## src/verilog/rhpc_pkg.sv

```systemverilog
// root hub port change flags: shared constants, offsets and types
// assumes a 40 MHz aclk and an AXI4-Lite master on the register side
// How it works
// - reset done flag bit 20 after 10 ms
// - overcurrent change bit 19 on indicator change
// - overcurrent change only valid in per-port mode
// - resume done bit 18 after pulse, EOP, 3 ms
// - reset done setting clears resume done flag
// - write one clears flag, zero ignored
// - enable lost only on hardware disable
// - connect change on plug events, bad commands
package rhpc_pkg;

  localparam int unsigned CLK_MHZ        = 40;
  localparam int unsigned RESET_TIME_US  = 10000;
  localparam int unsigned RESUME_TIME_US = 20000;
  localparam int unsigned RESYNC_TIME_US = 3000;
  localparam int unsigned EOP_TIME_NS    = 1334;

  localparam int unsigned RESET_CYCLES  = RESET_TIME_US * CLK_MHZ;
  localparam int unsigned RESUME_CYCLES = RESUME_TIME_US * CLK_MHZ;
  localparam int unsigned RESYNC_CYCLES = RESYNC_TIME_US * CLK_MHZ;
  localparam int unsigned EOP_CYCLES    = (EOP_TIME_NS * CLK_MHZ + 999) / 1000;

  localparam int unsigned CNT_W  = 20;
  localparam int unsigned ADDR_W = 8;
  localparam int unsigned SYNC_W = 3;

  typedef logic [CNT_W-1:0] rhpc_count_t;

  localparam logic [ADDR_W-1:0] STATUS_OFFSET  = 8'h00;
  localparam logic [ADDR_W-1:0] CONTROL_OFFSET = 8'h04;

  // status word, low half
  localparam int unsigned BIT_CONNECTED = 0;
  localparam int unsigned BIT_ENABLED   = 1;
  localparam int unsigned BIT_SUSPENDED = 2;
  localparam int unsigned BIT_OVERCUR   = 3;
  localparam int unsigned BIT_RESETTING = 4;
  // change flags start here; index 0..4 within the flag vector
  localparam int unsigned CHG_LSB       = 16;
  localparam int unsigned CHG_W         = 5;
  localparam int unsigned CHG_CONNECT   = 0;
  localparam int unsigned CHG_ENABLE    = 1;
  localparam int unsigned CHG_RESUME    = 2;
  localparam int unsigned CHG_OVERCUR   = 3;
  localparam int unsigned CHG_RESET     = 4;

  localparam int unsigned CTRL_PER_PORT = 0;
  localparam logic        CTRL_RESET    = 1'b1;
  localparam logic [CHG_W-1:0] CHG_RESET_VALUE = 5'h00;

  localparam int unsigned SYNC_PRESENT = 0;
  localparam int unsigned SYNC_OVERCUR = 1;
  localparam int unsigned SYNC_FAULT   = 2;

  localparam logic [1:0] RESP_OKAY   = 2'h0;
  localparam logic [1:0] RESP_SLVERR = 2'h2;

  typedef enum logic [4:0] {
    RHPC_IDLE   = 5'h01,
    RHPC_RESET  = 5'h02,
    RHPC_RESUME = 5'h04,
    RHPC_EOP    = 5'h08,
    RHPC_RESYNC = 5'h10
  } rhpc_phase_t;

endpackage

```

## src/verilog/rhpc_sync.sv

```systemverilog
// three-stage synchroniser for the port pins
// assumes asynchronous pin levels; output follows once stages 2 and 3 agree
`timescale 1ns/10ps
module rhpc_sync (
  input  wire logic                       aclk,
  input  wire logic                       aresetn,
  input  wire logic [rhpc_pkg::SYNC_W-1:0] pin_in,
  output logic      [rhpc_pkg::SYNC_W-1:0] pin_stable
);
  logic [rhpc_pkg::SYNC_W-1:0] stage1;
  logic [rhpc_pkg::SYNC_W-1:0] stage2;
  logic [rhpc_pkg::SYNC_W-1:0] stage3;

  always_ff @(posedge aclk) begin
    if (!aresetn) begin
      stage1 <= '0;
      stage2 <= '0;
      stage3 <= '0;
    end else begin
      stage1 <= pin_in;
      stage2 <= stage1;
      stage3 <= stage2;
    end
  end

  always_ff @(posedge aclk) begin
    if (!aresetn) begin
      pin_stable <= '0;
    end else begin
      for (int i = 0; i < rhpc_pkg::SYNC_W; i++) begin
        if (stage2[i] == stage3[i]) begin
          pin_stable[i] <= stage3[i];
        end
      end
    end
  end
endmodule

```

## src/verilog/rhpc_port.sv

```systemverilog
// root hub port: status and change flags behind an AXI4-Lite slave
// assumes a single 40 MHz clock and asynchronous port pins
//
// Implementation choices: the register addresses and the AXI4-Lite register port.
`timescale 1ns/10ps
module rhpc_port #(
  parameter int unsigned RESET_CYCLES  = rhpc_pkg::RESET_CYCLES,
  parameter int unsigned RESUME_CYCLES = rhpc_pkg::RESUME_CYCLES,
  parameter int unsigned RESYNC_CYCLES = rhpc_pkg::RESYNC_CYCLES
) (
  input  wire logic                        aclk,
  input  wire logic                        aresetn,
  input  wire logic [rhpc_pkg::ADDR_W-1:0] awaddr,
  input  wire logic                        awvalid,
  output logic                             awready,
  input  wire logic [31:0]                 wdata,
  input  wire logic [3:0]                  wstrb,
  input  wire logic                        wvalid,
  output logic                             wready,
  output logic [1:0]                       bresp,
  output logic                             bvalid,
  input  wire logic                        bready,
  input  wire logic [rhpc_pkg::ADDR_W-1:0] araddr,
  input  wire logic                        arvalid,
  output logic                             arready,
  output logic [31:0]                      rdata,
  output logic [1:0]                       rresp,
  output logic                             rvalid,
  input  wire logic                        rready,
  input  wire logic                        dev_present_pin,
  input  wire logic                        overcurrent_pin,
  input  wire logic                        port_fault_pin,
  output logic                             port_reset_active,
  output logic                             resume_drive,
  output logic                             eop_drive,
  output logic                             port_enabled,
  output logic                             port_suspended
);

  logic [rhpc_pkg::SYNC_W-1:0]   pins;
  logic                          aw_held;
  logic [rhpc_pkg::ADDR_W-1:0]   aw_addr;
  logic                          w_held;
  logic [31:0]                   w_data;
  logic [3:0]                    w_strb;
  logic                          do_write;
  logic                          wr_status;
  logic                          wr_ctrl;
  logic                          per_port;
  logic                          connected;
  logic                          conn_q;
  logic                          connect_evt;
  logic                          fault;
  logic                          port_overcurrent_flag;
  logic                          oc_evt;
  logic                          cmd_clr_enable;
  logic                          cmd_set_enable;
  logic                          cmd_set_suspend;
  logic                          cmd_clr_suspend;
  logic                          cmd_set_reset;
  logic                          bad_cmd;
  logic                          hw_disable;
  logic [rhpc_pkg::CHG_W-1:0]    clr_mask;
  logic [rhpc_pkg::CHG_W-1:0]    set_mask;
  logic [rhpc_pkg::CHG_W-1:0]    chg;
  logic [rhpc_pkg::CHG_W-1:0]    next_chg;
  rhpc_pkg::rhpc_phase_t         phase;
  rhpc_pkg::rhpc_phase_t         next_phase;
  rhpc_pkg::rhpc_count_t         cnt;
  logic                          phase_end;
  logic                          reset_done;
  logic                          resume_done;

  function automatic rhpc_pkg::rhpc_count_t phase_limit(input rhpc_pkg::rhpc_phase_t p);
    case (p)
      rhpc_pkg::RHPC_RESET:  phase_limit = rhpc_pkg::rhpc_count_t'(RESET_CYCLES - 1);
      rhpc_pkg::RHPC_RESUME: phase_limit = rhpc_pkg::rhpc_count_t'(RESUME_CYCLES - 1);
      rhpc_pkg::RHPC_EOP:    phase_limit = rhpc_pkg::rhpc_count_t'(rhpc_pkg::EOP_CYCLES - 1);
      rhpc_pkg::RHPC_RESYNC: phase_limit = rhpc_pkg::rhpc_count_t'(RESYNC_CYCLES - 1);
      default:               phase_limit = '0;
    endcase
  endfunction

  function automatic logic [31:0] read_word(input logic [rhpc_pkg::ADDR_W-1:0] a);
    read_word = 32'h0000_0000;
    if (a == rhpc_pkg::STATUS_OFFSET) begin
      read_word[rhpc_pkg::BIT_CONNECTED] = connected;
      read_word[rhpc_pkg::BIT_ENABLED]   = port_enabled;
      read_word[rhpc_pkg::BIT_SUSPENDED] = port_suspended;
      read_word[rhpc_pkg::BIT_OVERCUR]   = port_overcurrent_flag & per_port;
      read_word[rhpc_pkg::BIT_RESETTING] = port_reset_active;
      read_word[rhpc_pkg::CHG_LSB +: rhpc_pkg::CHG_W] = chg;
    end else if (a == rhpc_pkg::CONTROL_OFFSET) begin
      read_word[rhpc_pkg::CTRL_PER_PORT] = per_port;
    end
  endfunction

  function automatic logic is_mapped(input logic [rhpc_pkg::ADDR_W-1:0] a);
    is_mapped = (a == rhpc_pkg::STATUS_OFFSET) || (a == rhpc_pkg::CONTROL_OFFSET);
  endfunction

  rhpc_sync u_sync (
    .aclk       (aclk),
    .aresetn    (aresetn),
    .pin_in     ({port_fault_pin, overcurrent_pin, dev_present_pin}),
    .pin_stable (pins)
  );

  assign connected = pins[rhpc_pkg::SYNC_PRESENT];
  assign fault     = pins[rhpc_pkg::SYNC_FAULT];

  // write channel capture
  assign awready  = !aw_held;
  assign wready   = !w_held;
  assign do_write = aw_held && w_held && !bvalid;

  always_ff @(posedge aclk) begin
    if (!aresetn) begin
      aw_held <= 1'b0;
      aw_addr <= '0;
    end else if (awvalid && awready) begin
      aw_held <= 1'b1;
      aw_addr <= awaddr;
    end else if (do_write) begin
      aw_held <= 1'b0;
    end
  end

  always_ff @(posedge aclk) begin
    if (!aresetn) begin
      w_held <= 1'b0;
      w_data <= 32'h0000_0000;
      w_strb <= 4'h0;
    end else if (wvalid && wready) begin
      w_held <= 1'b1;
      w_data <= wdata;
      w_strb <= wstrb;
    end else if (do_write) begin
      w_held <= 1'b0;
    end
  end

  always_ff @(posedge aclk) begin
    if (!aresetn) begin
      bvalid <= 1'b0;
      bresp  <= rhpc_pkg::RESP_OKAY;
    end else if (do_write) begin
      bvalid <= 1'b1;
      bresp  <= is_mapped(aw_addr) ? rhpc_pkg::RESP_OKAY : rhpc_pkg::RESP_SLVERR;
    end else if (bready) begin
      bvalid <= 1'b0;
    end
  end

  // read channel
  assign arready = !rvalid;

  always_ff @(posedge aclk) begin
    if (!aresetn) begin
      rvalid <= 1'b0;
      rdata  <= 32'h0000_0000;
      rresp  <= rhpc_pkg::RESP_OKAY;
    end else if (arvalid && arready) begin
      rvalid <= 1'b1;
      rdata  <= read_word(araddr);
      rresp  <= is_mapped(araddr) ? rhpc_pkg::RESP_OKAY : rhpc_pkg::RESP_SLVERR;
    end else if (rready) begin
      rvalid <= 1'b0;
    end
  end

  // command decode
  assign wr_status       = do_write && (aw_addr == rhpc_pkg::STATUS_OFFSET);
  assign wr_ctrl         = do_write && (aw_addr == rhpc_pkg::CONTROL_OFFSET);
  assign cmd_clr_enable  = wr_status && w_strb[0] && w_data[rhpc_pkg::BIT_CONNECTED];
  assign cmd_set_enable  = wr_status && w_strb[0] && w_data[rhpc_pkg::BIT_ENABLED];
  assign cmd_set_suspend = wr_status && w_strb[0] && w_data[rhpc_pkg::BIT_SUSPENDED];
  assign cmd_clr_suspend = wr_status && w_strb[0] && w_data[rhpc_pkg::BIT_OVERCUR];
  assign cmd_set_reset   = wr_status && w_strb[0] && w_data[rhpc_pkg::BIT_RESETTING];
  assign bad_cmd         = !connected && (cmd_set_reset || cmd_set_enable || cmd_set_suspend);
  assign clr_mask        = (wr_status && w_strb[2]) ?
                           w_data[rhpc_pkg::CHG_LSB +: rhpc_pkg::CHG_W] : '0;

  always_ff @(posedge aclk) begin
    if (!aresetn) begin
      per_port <= rhpc_pkg::CTRL_RESET;
    end else if (wr_ctrl && w_strb[0]) begin
      per_port <= w_data[rhpc_pkg::CTRL_PER_PORT];
    end
  end

  // pin history for event detection
  always_ff @(posedge aclk) begin
    if (!aresetn) begin
      conn_q                <= 1'b0;
      port_overcurrent_flag <= 1'b0;
    end else begin
      conn_q                <= connected;
      port_overcurrent_flag <= pins[rhpc_pkg::SYNC_OVERCUR];
    end
  end

  assign connect_evt = connected != conn_q;
  assign oc_evt      = pins[rhpc_pkg::SYNC_OVERCUR] != port_overcurrent_flag;

  // reset and resume signalling sequencer
  assign phase_end   = cnt == phase_limit(phase);
  assign reset_done  = (phase == rhpc_pkg::RHPC_RESET) && phase_end && connected;
  assign resume_done = (phase == rhpc_pkg::RHPC_RESYNC) && phase_end && connected;

  always_comb begin
    next_phase = phase;
    case (phase)
      rhpc_pkg::RHPC_IDLE: begin
        if (cmd_set_reset && connected) begin
          next_phase = rhpc_pkg::RHPC_RESET;
        end else if (cmd_clr_suspend && port_suspended && connected) begin
          next_phase = rhpc_pkg::RHPC_RESUME;
        end
      end
      rhpc_pkg::RHPC_RESET: begin
        if (!connected || phase_end) begin
          next_phase = rhpc_pkg::RHPC_IDLE;
        end
      end
      rhpc_pkg::RHPC_RESUME: begin
        if (!connected) begin
          next_phase = rhpc_pkg::RHPC_IDLE;
        end else if (phase_end) begin
          next_phase = rhpc_pkg::RHPC_EOP;
        end
      end
      rhpc_pkg::RHPC_EOP: begin
        if (!connected) begin
          next_phase = rhpc_pkg::RHPC_IDLE;
        end else if (phase_end) begin
          next_phase = rhpc_pkg::RHPC_RESYNC;
        end
      end
      rhpc_pkg::RHPC_RESYNC: begin
        if (!connected || phase_end) begin
          next_phase = rhpc_pkg::RHPC_IDLE;
        end
      end
      default: next_phase = rhpc_pkg::RHPC_IDLE;
    endcase
  end

  always_ff @(posedge aclk) begin
    if (!aresetn) begin
      phase <= rhpc_pkg::RHPC_IDLE;
    end else begin
      phase <= next_phase;
    end
  end

  always_ff @(posedge aclk) begin
    if (!aresetn || (next_phase != phase)) begin
      cnt <= '0;
    end else begin
      cnt <= cnt + rhpc_pkg::rhpc_count_t'(1);
    end
  end

  assign port_reset_active = phase == rhpc_pkg::RHPC_RESET;
  assign resume_drive      = phase == rhpc_pkg::RHPC_RESUME;
  assign eop_drive         = phase == rhpc_pkg::RHPC_EOP;

  // port enable and suspend state
  assign hw_disable = port_enabled && (!connected || fault);

  always_ff @(posedge aclk) begin
    if (!aresetn) begin
      port_enabled <= 1'b0;
    end else if (!connected || fault) begin
      port_enabled <= 1'b0;
    end else if (reset_done || cmd_set_enable) begin
      port_enabled <= 1'b1;
    end else if (cmd_clr_enable) begin
      port_enabled <= 1'b0;
    end
  end

  always_ff @(posedge aclk) begin
    if (!aresetn) begin
      port_suspended <= 1'b0;
    end else if (!connected || resume_done || port_reset_active) begin
      port_suspended <= 1'b0;
    end else if (cmd_set_suspend && port_enabled && (phase == rhpc_pkg::RHPC_IDLE)) begin
      port_suspended <= 1'b1;
    end
  end

  // change flags: a set in the same cycle as a clear wins
  always_comb begin
    set_mask = '0;
    set_mask[rhpc_pkg::CHG_CONNECT] = connect_evt || bad_cmd;
    set_mask[rhpc_pkg::CHG_ENABLE]  = hw_disable;
    set_mask[rhpc_pkg::CHG_RESUME]  = resume_done;
    set_mask[rhpc_pkg::CHG_OVERCUR] = per_port && oc_evt;
    set_mask[rhpc_pkg::CHG_RESET]   = reset_done;
    next_chg = (chg & ~clr_mask) | set_mask;
    if (reset_done) begin
      next_chg[rhpc_pkg::CHG_RESUME] = 1'b0;
    end
  end

  always_ff @(posedge aclk) begin
    if (!aresetn) begin
      chg <= rhpc_pkg::CHG_RESET_VALUE;
    end else begin
      chg <= next_chg;
    end
  end
endmodule

```

## config.mk

```make
export PLATFORM = sky130hd
export DESIGN_NAME = rhpc_port
export DESIGN_NICKNAME = d
export VERILOG_FILES = /design/src/verilog/rhpc_pkg.sv /design/src/verilog/rhpc_sync.sv /design/src/verilog/rhpc_port.sv
export SDC_FILE = /design/constraint.sdc
export NUM_CORES = 1
export LEC_CHECK = 0
export BUFFER_PORTS_ARGS = -buffer_cell sky130_fd_sc_hd__buf_4
export CAP_MARGIN = 20
export CORE_UTILIZATION = 29
export CTS_CLUSTER_DIAMETER = 50
export DETAILED_ROUTE_END_ITERATION = 10
export SLEW_MARGIN = 20
export SYNTH_ARGS = -nofsm -noshare
export SYNTH_HDL_FRONTEND = slang
export SYNTH_SLANG_ARGS = --single-unit
```

## constraint.sdc

```tcl
create_clock -name aclk -period 6.4 [get_ports aclk]
set_input_delay 1.28 -clock aclk [delete_from_list [all_inputs] [get_ports aclk]]
set_output_delay 1.28 -clock aclk [all_outputs]
set_load 0.01 [all_outputs]
```

After elaboration in Yosys (flattened, before gate mapping) --
Cells that the tools add are included.
Storage, ports and cells: register bits 97, word-level logic and storage cells 125
Cells by class: add/sub/neg operators 1, equal/unequal tests 14, multiplexer cells 25, bitwise operators 5, reduce and logical (&&, ||, !) cells 55
Operators with widths (count):
- one-hot mux 20 bit (4 select lines) | 1
- two-way mux 5 bit | 9
- logical AND 1 bit | 27
- adder 20 x 1 -> 20 bit (second input constant) | 1
- == test 20 bit | 1
- one-hot mux 5 bit (4 select lines) | 1
- == test 8 x 3 -> 1 bit (second input constant) | 2
- logical NOT 8 bit | 2
- logical OR 1 bit | 11
- two-way mux 1 bit | 11
- nonzero test 2 bit | 5
- OR reduction 2 bit | 4
- logical NOT 1 bit | 6
- bitwise AND 5 bit | 1
- == test 5 x 1 -> 1 bit (second input constant) | 1
- == test 5 x 2 -> 1 bit (second input constant) | 1
- == test 5 x 3 -> 1 bit (second input constant) | 1
- == test 5 x 4 -> 1 bit (second input constant) | 1
- == test 5 bit (second input constant) | 1
- inequality test 5 bit | 1
- inverter 5 bit | 1
- bitwise OR 5 bit | 1
- two-way mux 2 bit | 2
- two-way mux 4 bit | 1
- 4 further kinds | 7

Longest topological paths before layout --
word-level depth 12, depth in mapped cells 9, depth with buffers taken out 7

Cells and area by module --
From an unflattened synthesis, not the netlist that was laid out.
Unflattened totals: cells, all modules 468, area, all modules 4015.1 µm²
Modules (own cells, without submodules):
- rhpc_port | instances 1, cells an instance 437, area an instance 3647.2 µm², seq. area each 1421.4 µm²
- rhpc_sync | instances 1, cells an instance 31, area an instance 367.9 µm², seq. area each 240.2 µm²

Worst setup path before layout --
Ideal clock, no wire load.
kind input to register, start in araddr[1] (netlist bit), end reg rdata[3], arrival 2517 ps, required time 6335 ps, path slack 3818 ps, cell stages on the path 7, path buffers 1, path through nor4_1 -> nand3_1 -> nor4_1 -> nor2b_1 -> clkbuf_1 -> a32oi_1 -> nor2_1
Between the ends: word-level cells in the longest chain between the ends 2
RTL lines:
- from (decl) | RTL line rhpc_port.sv:23 | input wire logic [rhpc_pkg::ADDR_W-1:0] araddr,
- logical NOT 8 bit | RTL line rhpc_port.sv:86 | if (a == rhpc_pkg::STATUS_OFFSET) begin
- two-way mux 4 bit | RTL line rhpc_port.sv:86
- to (signal assigned) | RTL line rhpc_port.sv:165 | rdata <= read_word(araddr);
- to (decl) | RTL line rhpc_port.sv:26 | output logic [31:0] rdata,
No other way between the ends. A chain may end at the register's enable or synchronous reset.

Worst setup path in the final report --
start reg phase[1], end out port_reset_active
Between the ends: word-level cells in the longest chain between the ends 1
RTL lines:
- from (decl) | RTL line rhpc_port.sv:67 | rhpc_pkg::rhpc_phase_t phase;
- from (signal assigned) | RTL line rhpc_port.sv:251 | phase <= rhpc_pkg::RHPC_IDLE;
- from (signal assigned) | RTL line rhpc_port.sv:253 | phase <= next_phase;
- == test 5 x 2 -> 1 bit | RTL line rhpc_port.sv:265 | assign port_reset_active = phase == rhpc_pkg::RHPC_RESET;
- to (decl) | RTL line rhpc_port.sv:33 | output logic port_reset_active,
No other way between the ends.

==> impl_metrics.toml <==
[yosys]
netlist_area_um2 = 3800
synth.area.top_cells = "dfxtp_1 (44%), nor2_1 (6.1%), buf_4 (5.9%), nand2_1 (5.7%), a21oi_1 (3.7%)"
synth_top_area_share = 0.437
synth_edf_count = 0
syn_avg_cell_area_um2 = 8.39
yosysWarnings = 0
netlist_instances = 453
yosys.area.top_type = "dfxtp_1"
synth_compound_area_frac = 0.125
synth_top_family_by_area = "simple AND/OR/NAND/NOR gates"
synth.area.mux_share = 0.0316
yosys.area_share.simple = 0.253
yosys.area_share.adder = 0.00592
ys_async_sr_fraction = 0
synth-seq-area-share = 0.437
ys_ff_latch = 83
synth-xor-area-share = 0.0550
synth_cell_types = 50
synth-main-ff-cell = "dfxtp_1"

[clocking]
clk_latency_ps = 340
root_buffer = "clkbuf_16"
cts-buffers-inserted = 9
hold_buffers = 0
htree_levels = 3
path_clk_slew_ps = 60
cts_resized = 0
cts_tree = "done"
clockBufferDepth = 2
cts_sinks = 83
postCtsSetupBuffers = 0

[drt]
first_pass_iters = 4
drt_iter0_markers = 171
remaining_drc_errors = 0
routed_wirelength_um = 8270
num_vias = 3084
via_per_inst = 4.54
avgRoutedWirePerCell_um = 12.2
drtAntennaViolNets = 0

[placed_design]
place_hpwl_um = 6050
io_buffers = 59
place_area_um2 = 4250
place_ws_ps = 3330
gp_congestion = 0.768

[timing]
rsz0062_at_grt = "no"
setup_tns_ps = 0
max_freq_mhz = 326
setup_viol = 0
finalCritPeriodShare = 0.479
min_period_ps = 3070
worstMarginPinSlew_ps = 905
clock_skew_ps = 10.2
timing.slew.headroom = 0.395
final.setup.worst_slack_ps = 3330
hold_viol = 0
drv_slew = 0

[setup_path]
critPathKind = "reg2out"
worstPathMaxFanout = 13
worstPathArrival_ps = 1790
end_kind = "output port"
crit_start = "phase[1]"
worstSetupStartpointType = "flop"
required_ps = 5120
r2r-start = "phase[2]"

[worst_hold_path]
min_from = "u_sync.stage1[2]"
hold_class = "reg2reg"

[pwr]
leakage_uw = 0.00187
vdd_ir_drop_max_mv = 0.112
p_seq_frac = 0.486
p_comb_frac = 0.067
total_switching_power_uw = 269
switching_share = 0.242
finalPower_uw = 1110
clock_power_share = 0.447
internal_power_uw = 841
power_density_nw_per_um2 = 244

[floorplan]
ios = 108
die_x_um = 117
start_util = 0.299
num_rows = 41
die_h_um = 117
core_um2 = 12700
dieArea_um2 = 13600

[global_route]
grt.overflow.total = 0
grtUsageTotal = 0.130
grt_pass1_wl_um = 13800
grt_pass1_vias = 2930
antenna_found_initial = 0
grt_max_degree = 41

[final_layout]
antenna_cells = 0
layout_common_cells = "dfxtp_1 (83), nor2_1 (62), buf_4 (61), nand2_1 (58), a21oi_1 (28)"
drive_gt1_frac = 0.162
finalNetCount = 565
mostFrequentLayoutCell = "dfxtp_1"
syn_to_final_growth_pct = 19.3
final_area_um2 = 4540

[outcome]
outcome = "finished clean"

[flow_run]
maxCapViolCount = 0
[cells by family (layout without fill, tap and decap cells)]
logic type	after synthesis	after routing
AND/OR/NAND/NOR	201	201
multiplexers	12	12
XOR/XNOR	23	23
other	1	24
adder cells (fa/ha/maj)	2	2
flip-flops	83	83
buffers and inverters	57	88
AO/OA/AOI/OAI	74	74
[cell usage after synthesis (3+ instances only)]
cell	count
dfxtp_1	83
nor2_1	62
nand2_1	58
buf_4	30
a21oi_1	28
nand3_1	16
xor2_1	16
and2_1	13
o21ai_0	13
mux2i_1	12
clkbuf_1	11
inv_1	11
a22oi_1	10
and3_1	10
nor3_1	10
nor2b_1	7
xnor2_1	6
a211oi_1	5
nand4_1	5
and4_1	4
nor4_1	4
buf_6	3
nor3b_1	3
or3_1	3
[power groups by stage]
stage / registers [uW] / clock network (uW) / logic [uW]
after detailed placement: 550 / 0 / 75.2
final: 539 / 496 / 74.6
after CTS: 539 / 505 / 75.2
after global placement: 550 / 0 / 73.8
after global routing: 540 / 529 / 82.9
after floorplan: 549 / 0 / 55.5
[critical path, stage by stage (launching register included)]
cell	delay (ps)
dfxtp_1	640
nor2b_1	280
and2_1	340
buf_4	180
[final timing paths]
path	endpoint	slack, ps	depth (start not counted)
min reg2reg	u_sync.stage2[2]	430	1
max reg2reg	chg[2]	3780	7
max	port_reset_active	3330	3
min	u_sync.stage2[2]	430	1
[sequential cells by signal, summed over array words and instances, names as in the netlist, 2 cells and up]
register / count
u_sync.stage3: 3
w_data: 10
u_sync.stage1: 3
u_sync.stage2: 3
w_strb: 2
aw_addr: 8
u_sync.pin_stable: 3
phase: 5
rdata: 10
cnt: 20
chg: 5
[per-layer routing]
layer  GRT usage  vias up  share of wire  wire, um
li1            -     1600              -         -
met1       0.162     1418           0.48      3960
met2       0.223       56           0.47      3920
met3      0.0249       10          0.033       272
met4      0.0462        0          0.013       110
met5           0        -              0         0
[per-stage QoR]
step | hold slack, ps | cells | util
CTS | 437 | 679 | 0.357
global route | 463 | 679 | 0.357
detailed placement | 422 | 663 | 0.334
finish | 434 | 679 | 0.357
floorplan | 412 | 476 | -
global placement | 417 | 663 | 0.334
[layout make-up]
class,count,area (um2)
Multi-Input combinational cell,336,1880
Sequential cell,83,1660
Timing Repair Buffer,61,458
Inverter,11,41.3
Clock inverter,6,46.3
Fill cell,1328,8180
Tap cell,172,215
Clock buffer,10,239
Note: power is estimated with default switching activity, not from simulation.
